## config.mk

```make
export PLATFORM = sky130hd
export DESIGN_NAME = gtc_timer
export DESIGN_NICKNAME = d
export VERILOG_FILES = /design/src/hdl/gtc_timer.v
export VERILOG_INCLUDE_DIRS = /design/src /design/src/hdl
export SDC_FILE = /design/constraint.sdc
export NUM_CORES = 1
export LEC_CHECK = 0
export ABC_CLOCK_PERIOD_IN_PS = 9500
export BUFFER_PORTS_ARGS = -buffer_cell sky130_fd_sc_hd__buf_2
export CAP_MARGIN = 0
export CORE_MARGIN = 1
export CORE_UTILIZATION = 56
export CTS_CLUSTER_DIAMETER = 80
export CTS_CLUSTER_SIZE = 8
export DETAILED_ROUTE_END_ITERATION = 6
export HOLD_SLACK_MARGIN = 0.08
export PLACE_DENSITY = 0.82
export SYNTH_ARGS = -nofsm -noshare
export SYNTH_HDL_FRONTEND = slang
export SYNTH_SLANG_ARGS = --single-unit
```

## constraint.sdc

```tcl
create_clock -name clk_sys -period 9.5 [get_ports clk_sys]
set_clock_uncertainty 0.2 [all_clocks]
set_input_delay 1.9 -clock clk_sys [delete_from_list [all_inputs] [get_ports clk_sys]]
set_output_delay 1.9 -clock clk_sys [all_outputs]
set_load 0.05 [all_outputs]
```

## src/hdl/gtc_defs.vh

```
// register map, field positions and constants of the gated timer/counter
`ifndef GTC_DEFS_VH
`define GTC_DEFS_VH
`define GTC_ADDR_W 8
`define GTC_OFF_CTRL 8'h00
`define GTC_OFF_CNTL 8'h04
`define GTC_OFF_CNTH 8'h08
`define GTC_OFF_FLAG 8'h0c
`define GTC_OFF_INTEN 8'h10
`define GTC_OFF_CFG 8'h14
`define GTC_OFF_PIN 8'h18
// control register fields
`define GTC_B_ON 0
`define GTC_B_CS 1
`define GTC_B_SYNCN 2
`define GTC_B_OSCEN 3
`define GTC_B_PS_LO 4
`define GTC_B_PS_HI 5
`define GTC_B_GE 6
`define GTC_B_GINV 7
// interrupt enable register fields
`define GTC_B_TIE 0
`define GTC_B_PERIPHERAL_INT_ENABLE 1
`define GTC_B_GIE 2
// configuration register fields
`define GTC_B_GSS 0
`define GTC_B_INTERNAL_OSCILLATOR 1
`define GTC_B_LPMODE 2
`define GTC_B_SLEEP 3
// pin register fields
`define GTC_B_DIR4 0
`define GTC_B_DIR5 1
`define GTC_B_PORT4 2
`define GTC_B_PORT5 3
`define GTC_CTRL_RST 8'h00
`define GTC_CNT_RST 16'h0000
`define GTC_CNT_MAX 16'hffff
`define GTC_PIN_RST 4'h3
`define GTC_ISR_VEC 16'h0004
`define GTC_RESP_OK 2'b00
`define GTC_RESP_ERR 2'b10
`endif

```

## src/hdl/gtc_timer.v

```verilog
// gated 16-bit timer/counter with AXI4-Lite register slave
//
// Behaviour
// - 16-bit up-counter as high and low byte; byte writes replace count at once
// - source select 0 picks instruction clock, 1 picks external count input
// - internal source advances once per prescaled instruction cycle multiple
// - external source increments on each rising edge after prescaling
// - external mode counts synchronised or asynchronously per sync bypass bit
// - counter mode needs a falling edge before first counted rising edge
// - prescaler divides by 1, 2, 4 or 8 per two-bit select
// - prescaler hidden from software, cleared on any count byte write
// - low-power oscillator enable starts oscillator, which keeps running in sleep
// - oscillator enabled forces pin 5,4 direction to 1 and port bits to 0
// - oscillator usable only with internal oscillator or low-power crystal mode
// - sync bypass counts unsynchronised, keeps counting in sleep, overflow wakes
// - mode switches may drop or add one increment; not prevented
// - byte reads in async mode return valid bytes; software handles overflow between
// - gate source is gate pin or comparator 2, active only with gate enable
// - gate invert bit inverts gate for either source
// - rollover from ffff to 0000 sets overflow flag
// - interrupt needs timer, peripheral and global enables; software clears flag
// - async sleep overflow with enables wakes device; global enable vectors to 0004h
// - special event trigger clears count without flag; byte write wins
// - special event trigger guaranteed only in synchronised counting
`timescale 1ns/1ps
`include "gtc_defs.vh"

module gtc_timer (
	input wire clk_sys,
	input wire rst,
	input wire [`GTC_ADDR_W-1:0] s_axi_awaddr,
	input wire s_axi_awvalid,
	output reg s_axi_awready,
	input wire [31:0] s_axi_wdata,
	input wire [3:0] s_axi_wstrb,
	input wire s_axi_wvalid,
	output reg s_axi_wready,
	output reg [1:0] s_axi_bresp,
	output reg s_axi_bvalid,
	input wire s_axi_bready,
	input wire [`GTC_ADDR_W-1:0] s_axi_araddr,
	input wire s_axi_arvalid,
	output reg s_axi_arready,
	output reg [31:0] s_axi_rdata,
	output reg [1:0] s_axi_rresp,
	output reg s_axi_rvalid,
	input wire s_axi_rready,
	input wire instrClkTick,
	input wire externalCountInput,
	input wire gateInputPin,
	input wire comparatorOutput,
	input wire specialEventTrigger,
	output reg lowPowerOscRun,
	output reg overflowIrq,
	output reg wakeRequest,
	output reg [15:0] vectorAddr
);

	// pin inputs: three-stage synchronisers, change accepted when stages 2 and 3 agree
	reg [2:0] extSync_r, gateSync_r, cmpSync_r;
	reg extLevel_r, gateLevel_r, cmpLevel_r;
	reg extPrev_r;
	always @(posedge clk_sys or posedge rst) begin
		if (rst) begin
			extSync_r <= 3'h0;
			gateSync_r <= 3'h0;
			cmpSync_r <= 3'h0;
			extLevel_r <= 1'b0;
			gateLevel_r <= 1'b0;
			cmpLevel_r <= 1'b0;
			extPrev_r <= 1'b0;
		end else begin
			extSync_r <= {extSync_r[1:0], externalCountInput};
			gateSync_r <= {gateSync_r[1:0], gateInputPin};
			cmpSync_r <= {cmpSync_r[1:0], comparatorOutput};
			if (extSync_r[1] == extSync_r[2])
				extLevel_r <= extSync_r[2];
			if (gateSync_r[1] == gateSync_r[2])
				gateLevel_r <= gateSync_r[2];
			if (cmpSync_r[1] == cmpSync_r[2])
				cmpLevel_r <= cmpSync_r[2];
			extPrev_r <= extLevel_r;
		end
	end

	reg [7:0] ctrl_r;
	reg [2:0] intEn_r;
	reg [3:0] cfg_r;
	reg [15:0] count_r;
	reg [2:0] presc_r;
	reg armed_r;
	reg flag_r;

	wire timerOn = ctrl_r[`GTC_B_ON];
	wire extSel = ctrl_r[`GTC_B_CS];
	wire syncBypass = ctrl_r[`GTC_B_SYNCN];
	wire sleeping = cfg_r[`GTC_B_SLEEP];
	wire oscAllowed = cfg_r[`GTC_B_INTERNAL_OSCILLATOR] | cfg_r[`GTC_B_LPMODE];
	wire oscOn = ctrl_r[`GTC_B_OSCEN] & oscAllowed;

	// async mode: the external level is taken at synchroniser stage 2 without the agreement check; the trigger
	// is ignored in this mode, and one edge may be gained/lost when the mode flips
	reg extRaw_r, extRawPrev_r;
	always @(posedge clk_sys or posedge rst) begin
		if (rst) begin
			extRaw_r <= 1'b0;
			extRawPrev_r <= 1'b0;
		end else begin
			extRaw_r <= extSync_r[1];
			extRawPrev_r <= extRaw_r;
		end
	end
	wire extNow = syncBypass ? extRaw_r : extLevel_r;
	wire extWas = syncBypass ? extRawPrev_r : extPrev_r;
	wire extRise = extNow & ~extWas;
	wire extFall = ~extNow & extWas;

	wire gateSrc = cfg_r[`GTC_B_GSS] ? cmpLevel_r : gateLevel_r;
	wire gateOpen = ~ctrl_r[`GTC_B_GE] | (gateSrc ^ ctrl_r[`GTC_B_GINV]);

	// internal source freezes in sleep; async external keeps counting
	wire srcTick = extSel ? (extRise & armed_r) : (instrClkTick & ~sleeping);
	wire extOk = ~extSel | syncBypass | ~sleeping;
	wire inTick = timerOn & gateOpen & srcTick & extOk;

	function [2:0] presMask;
		input [1:0] sel;
		begin
			case (sel)
			2'b00: presMask = 3'h0;
			2'b01: presMask = 3'h1;
			2'b10: presMask = 3'h3;
			default: presMask = 3'h7;
			endcase
		end
	endfunction

	wire [2:0] mask = presMask(ctrl_r[`GTC_B_PS_HI:`GTC_B_PS_LO]);
	wire cntTick = inTick & ((presc_r & mask) == mask);

	// AXI write path
	reg [`GTC_ADDR_W-1:0] awAddr_r;
	reg awHave_r, wHave_r;
	reg [31:0] wData_r;
	reg [3:0] wStrb_r;
	wire wrGo = awHave_r & wHave_r & ~s_axi_bvalid;
	wire wrLo = wrGo & (awAddr_r == `GTC_OFF_CNTL) & wStrb_r[0];
	wire wrHi = wrGo & (awAddr_r == `GTC_OFF_CNTH) & wStrb_r[0];
	wire clrFlag = wrGo & (awAddr_r == `GTC_OFF_FLAG) & wStrb_r[0] & ~wData_r[0];

	function isMapped;
		input [`GTC_ADDR_W-1:0] a;
		begin
			case (a)
			`GTC_OFF_CTRL, `GTC_OFF_CNTL, `GTC_OFF_CNTH, `GTC_OFF_FLAG,
			`GTC_OFF_INTEN, `GTC_OFF_CFG, `GTC_OFF_PIN: isMapped = 1'b1;
			default: isMapped = 1'b0;
			endcase
		end
	endfunction

	always @(posedge clk_sys or posedge rst) begin
		if (rst) begin
			awHave_r <= 1'b0;
			wHave_r <= 1'b0;
			awAddr_r <= {`GTC_ADDR_W{1'b0}};
			wData_r <= 32'h0;
			wStrb_r <= 4'h0;
			s_axi_awready <= 1'b0;
			s_axi_wready <= 1'b0;
			s_axi_bvalid <= 1'b0;
			s_axi_bresp <= `GTC_RESP_OK;
		end else begin
			s_axi_awready <= ~awHave_r & ~s_axi_awready & s_axi_awvalid;
			s_axi_wready <= ~wHave_r & ~s_axi_wready & s_axi_wvalid;
			if (s_axi_awvalid & s_axi_awready) begin
				awHave_r <= 1'b1;
				awAddr_r <= s_axi_awaddr;
			end
			if (s_axi_wvalid & s_axi_wready) begin
				wHave_r <= 1'b1;
				wData_r <= s_axi_wdata;
				wStrb_r <= s_axi_wstrb;
			end
			if (wrGo) begin
				awHave_r <= 1'b0;
				wHave_r <= 1'b0;
				s_axi_bvalid <= 1'b1;
				s_axi_bresp <= isMapped(awAddr_r) ? `GTC_RESP_OK : `GTC_RESP_ERR;
			end else if (s_axi_bvalid & s_axi_bready)
				s_axi_bvalid <= 1'b0;
		end
	end

	// registers, prescaler, count
	reg [15:0] count_nxt;
	always @* begin
		count_nxt = count_r;
		if (cntTick)
			count_nxt = count_r + 16'h0001;
		if (specialEventTrigger & ~(extSel & syncBypass))
			count_nxt = `GTC_CNT_RST;
		if (wrLo)
			count_nxt[7:0] = wData_r[7:0];
		if (wrHi)
			count_nxt[15:8] = wData_r[7:0];
	end

	wire ovf = cntTick & (count_r == `GTC_CNT_MAX);

	always @(posedge clk_sys or posedge rst) begin
		if (rst) begin
			ctrl_r <= `GTC_CTRL_RST;
			intEn_r <= 3'h0;
			cfg_r <= 4'h0;
			count_r <= `GTC_CNT_RST;
			presc_r <= 3'h0;
			armed_r <= 1'b0;
			flag_r <= 1'b0;
		end else begin
			count_r <= count_nxt;
			if (wrLo | wrHi)
				presc_r <= 3'h0;
			else if (inTick)
				presc_r <= presc_r + 3'h1;
			// arm on falling edge after enabling
			if (~timerOn | ~extSel)
				armed_r <= 1'b0;
			else if (extFall)
				armed_r <= 1'b1;
			// set beats clear
			if (ovf)
				flag_r <= 1'b1;
			else if (clrFlag)
				flag_r <= 1'b0;
			if (wrGo & wStrb_r[0]) begin
				case (awAddr_r)
				`GTC_OFF_CTRL: ctrl_r <= wData_r[7:0];
				`GTC_OFF_INTEN: intEn_r <= wData_r[2:0];
				`GTC_OFF_CFG: cfg_r <= wData_r[3:0];
				default: ;
				endcase
			end
		end
	end

	wire [3:0] pinView = oscOn ? 4'h3 : `GTC_PIN_RST;

	// AXI read path; count bytes are sampled on the system clock so always stable
	always @(posedge clk_sys or posedge rst) begin
		if (rst) begin
			s_axi_arready <= 1'b0;
			s_axi_rvalid <= 1'b0;
			s_axi_rdata <= 32'h0;
			s_axi_rresp <= `GTC_RESP_OK;
		end else begin
			s_axi_arready <= ~s_axi_arready & ~s_axi_rvalid & s_axi_arvalid;
			if (s_axi_arvalid & s_axi_arready) begin
				s_axi_rvalid <= 1'b1;
				s_axi_rresp <= isMapped(s_axi_araddr) ? `GTC_RESP_OK : `GTC_RESP_ERR;
				case (s_axi_araddr)
				`GTC_OFF_CTRL: s_axi_rdata <= {24'h0, ctrl_r};
				`GTC_OFF_CNTL: s_axi_rdata <= {24'h0, count_r[7:0]};
				`GTC_OFF_CNTH: s_axi_rdata <= {24'h0, count_r[15:8]};
				`GTC_OFF_FLAG: s_axi_rdata <= {31'h0, flag_r};
				`GTC_OFF_INTEN: s_axi_rdata <= {29'h0, intEn_r};
				`GTC_OFF_CFG: s_axi_rdata <= {28'h0, cfg_r};
				`GTC_OFF_PIN: s_axi_rdata <= {28'h0, pinView};
				default: s_axi_rdata <= 32'h0;
				endcase
			end else if (s_axi_rvalid & s_axi_rready)
				s_axi_rvalid <= 1'b0;
		end
	end

	// outputs
	wire tie = intEn_r[`GTC_B_TIE];
	wire peripheral_int_enable = intEn_r[`GTC_B_PERIPHERAL_INT_ENABLE];
	wire global_int_enable = intEn_r[`GTC_B_GIE];
	always @(posedge clk_sys or posedge rst) begin
		if (rst) begin
			lowPowerOscRun <= 1'b0;
			overflowIrq <= 1'b0;
			wakeRequest <= 1'b0;
			vectorAddr <= `GTC_CNT_RST;
		end else begin
			lowPowerOscRun <= oscOn;
			overflowIrq <= flag_r & tie & peripheral_int_enable & global_int_enable;
			wakeRequest <= sleeping & flag_r & timerOn & extSel & syncBypass & tie & peripheral_int_enable;
			vectorAddr <= (flag_r & tie & peripheral_int_enable & global_int_enable) ? `GTC_ISR_VEC : `GTC_CNT_RST;
		end
	end

endmodule // gtc_timer

```

==> flow_summary.yaml <==
hold_path:
  hp-class: "reg -> reg"
routing:
  drc: 0
  drt_wl_total_mm: 8.28
  drt_iter0_drc: 177
  firstDrtPassIters: 4
  ant_nets: 0
  routedWlPerCell_um: 14.9
  route.vias.total: 3059
  viasPerCell: 5.50
critical_path:
  end_kind: "register"
  slowest_stage: "a211oi_2"
  worstPathRequired_ns: 9.58
  critPathBufInv: 1
  critPathMaxFanout: 12
  crit_type: "in -> reg"
  arrival_ns: 3.66
  path_delay_family: "compound AO/OA/AOI/OAI gates"
  cp-start-kind: "primary input"
  cp_cell_sequence: "buf_2 -> nand3b_1 -> o21a_1 -> a211oi_2 -> nand2_1 -> xor2_1 -> o31ai_1"
  cpPeakStageDelay_ns: 0.71
power_and_ir_drop:
  swShare_pct: 34.5
  power_uw: 954
  p_leak_nw: 2.18
  power_frac_comb_pct: 20.5
  p_clk_share_pct: 27.6
  p_seq_share_pct: 51.9
  p_sw_uw: 329
  p_int_uw: 625
  vdd_drop_max_uv: 144
  power.density_nw_per_um2: 203
grt:
  grt_max_degree: 88
  grtUsageTotal_pct: 23.0
  grt_pass1_vias: 2905
  grt_pass1_wl_mm: 13.6
  grt_overflow_total: 0
  antenna_found_initial: 0
clock_network:
  path_clk_slew_ns: 0.09
  cts_buffer_depth: 2
  cts_buffers: 9
  cts_hold_buf: 0
  cts_sinks: 87
  cts_resized: 0
  insertion_delay_ns: 0.36
  cts_setup_buffers: 0
  root_buffer: "clkbuf_8"
  clock_tree.htree_level_count: 3
  cts_tree: "built"
sta:
  worst_pin_slew_ns: 1.07
  maxSlewViolCount: 0
  hold_ws_ns: 0.153
  rsz0062_at_grt: "false"
  fin_setup_tns_ns: 0
  relSlewSlack_pct: 27.8
  fmaxAchievable_ghz: 0.279
  finalHoldViolCount: 0
  fin_crit_ns: 3.58
  setup_viol: 0
  period_share_pct: 37.7
die:
  die_y_um: 89.6
  num_io_pins: 124
  coreArea_um2: 7330
  initial_core_util_pct: 58.6
  dieWidth_um: 89.6
  die-area_um2: 8020
  rows: 31
final_layout:
  nets: 518
  fillCellCount: 621
  regArea_um2: 2180
  antenna_cells: 0
  multi_input_area_um2: 1870
  area_delta_synth_final_pct: 9.20
  fin_area_um2: 4690
  final_layout_size_suffix_gt1_share_pct: 26.7
  utilization_pct: 64.0
place:
  placed_area_um2: 4490
  gp_congestion: 0.856
  hpwl_mm: 6.07
  io_buffers: 55
synth:
  synth-main-ff-cell: "dfrtp_1"
  yosysTopAreaCell: "dfrtp_1"
  synth_cell_types: 58
  synth-seq-cells: 87
  synth_area_leaders: "dfrtp_1 51%, mux2_2 9.2%, buf_4 7.5%"
  synth_top_area_share_pct: 50.7
  synth_warnings: 0
  synth-edff-count: 0
  synth_cells: 397
  avgSynthCellArea_um2: 10.8
  ys_seq_area_share_pct: 50.7
  netlist_area_um2: 4300
  async_flop_share_pct: 100
run:
  maxCapViolCount: 0
status:
  status: "finished, final reports clean"
-- registers in the layout, indices dropped and copies added, names as in the netlist, 2 cells and up --
name	flops
cmpSync_r	3
s_axi_rdata	8
ctrl_r	8
gateSync_r	3
count_r	16
cfg_r	4
extSync_r	2
intEn_r	3
presc_r	3
wData_r	8
awAddr_r	8
-- cells in the final DEF (no fill, tap or decap), drive strengths merged, types with 2 or more instances in the layout --
cell type | synthesis | routed
nor4 | 2 | 2
maj3 | 3 | 3
a31oi | 10 | 10
a22oi | 5 | 5
buf | 47 | 56
o21a | 2 | 2
a21oi | 11 | 11
and3 | 9 | 9
or2 | 4 | 4
clkinvlp | 0 | 3
nand4 | 5 | 5
xor2 | 9 | 9
nand3b | 3 | 3
nor3b | 3 | 3
o21ai | 34 | 34
or3 | 2 | 2
xnor2 | 4 | 4
nand3 | 10 | 10
nor3 | 7 | 7
mux2i | 3 | 3
clkbuf | 5 | 9
inv | 9 | 11
and2 | 3 | 3
nor2 | 12 | 12
nand2 | 44 | 44
a22o | 2 | 2
mux2 | 35 | 35
and4 | 2 | 2
conb | 1 | 41
nor2b | 4 | 4
dfrtp | 87 | 87
ha | 2 | 2
-- path summary, 6_finish.rpt --
| check | end | slack, ns | cells after the start | from |
|---|---|---|---|---|
| setup / recovery | count_r[0]$_DFFE_PP0P_ | 5.92 | 7 | instrClkTick |
| min in group asynchronous | cmpSync_r[0]$_DFF_PP0_ | 1.65 | 3 | rst |
| max in group asynchronous | presc_r[1]$_DFFE_PP0P_ | 6.79 | 3 | rst |
| hold reg to reg | gateSync_r[1]$_DFF_PP0_ | 0.15 | 0 | gateSync_r[0]$_DFF_PP0_ |
| hold / removal | gateSync_r[1]$_DFF_PP0_ | 0.15 | 0 | gateSync_r[0]$_DFF_PP0_ |
| setup reg to reg | count_r[1]$_DFFE_PP0P_ | 6.76 | 4 | awAddr_r[4]$_DFFE_PP0P_ |
-- cell usage after synthesis, types with 4 or more instances --
library cell	instances
xor2_1	9
nor3_1	7
nor2_1	11
xnor2_1	4
a31oi_1	10
inv_1	9
o21ai_0	31
nor2b_1	4
nand2_1	44
and3_1	9
nand3_1	10
buf_4	43
mux2_2	35
dfrtp_1	87
a21oi_1	10
a22oi_1	5
nand4_1	5
clkbuf_1	5
-- power by group through the flow --
stage                     Combinational, mW  Clock, mW  Sequential [mW]
after floorplan                       0.152          0            0.504
after global placement                0.189          0            0.498
after detailed placement              0.196          0            0.501
after CTS                             0.197      0.266            0.494
after global routing                  0.214      0.280            0.507
final                                 0.195      0.263            0.495
-- metal layers --
layer / part of all wire (%) / GRT usage (%) / vias to the layer above
met5: 0 / 0 / -
met3: 5.2 / 5.21 / 11
met1: 47 / 30.5 / 1495
li1: - / - / 1444
met2: 47 / 37.5 / 109
met4: 1.2 / 8.08 / 0
-- cell families (layout without fill, tap and decap cells) --
logic type | count (synthesis) | count (layout) | share of synthesized area [%]
and+or+nand+nor | 113 | 113 | 14.1
DFF | 87 | 87 | 50.7
AOI/OAI and AO/OA | 78 | 78 | 11.5
buffers and inverters | 61 | 81 | 9.29
muxes | 39 | 39 | 10.4
xor gates and xnor gates | 13 | 13 | 2.65
adders and majority gates | 5 | 5 | 1.28
other | 1 | 41 | 0.0873
-- layout make-up --
type                       instances  share of cell area (%)
tap                               99                    2.64
sequential                        87                    46.4
multi-input combinational        289                    39.9
inverter                           9                   0.747
clock buffer                       9                    2.64
clock inverter                     7                    1.68
timing repair buffer              56                    6.03
-- metrics by stage --
stage,instances,setup WS [ns]
2_1_floorplan,437,5.15
3_3_place_gp,540,5.63
3_5_place_dp,540,5.60
4_1_cts,556,5.98
5_1_grt,556,5.85
6_report,556,5.92
Note: power is estimated with default switching activity, not from simulation.
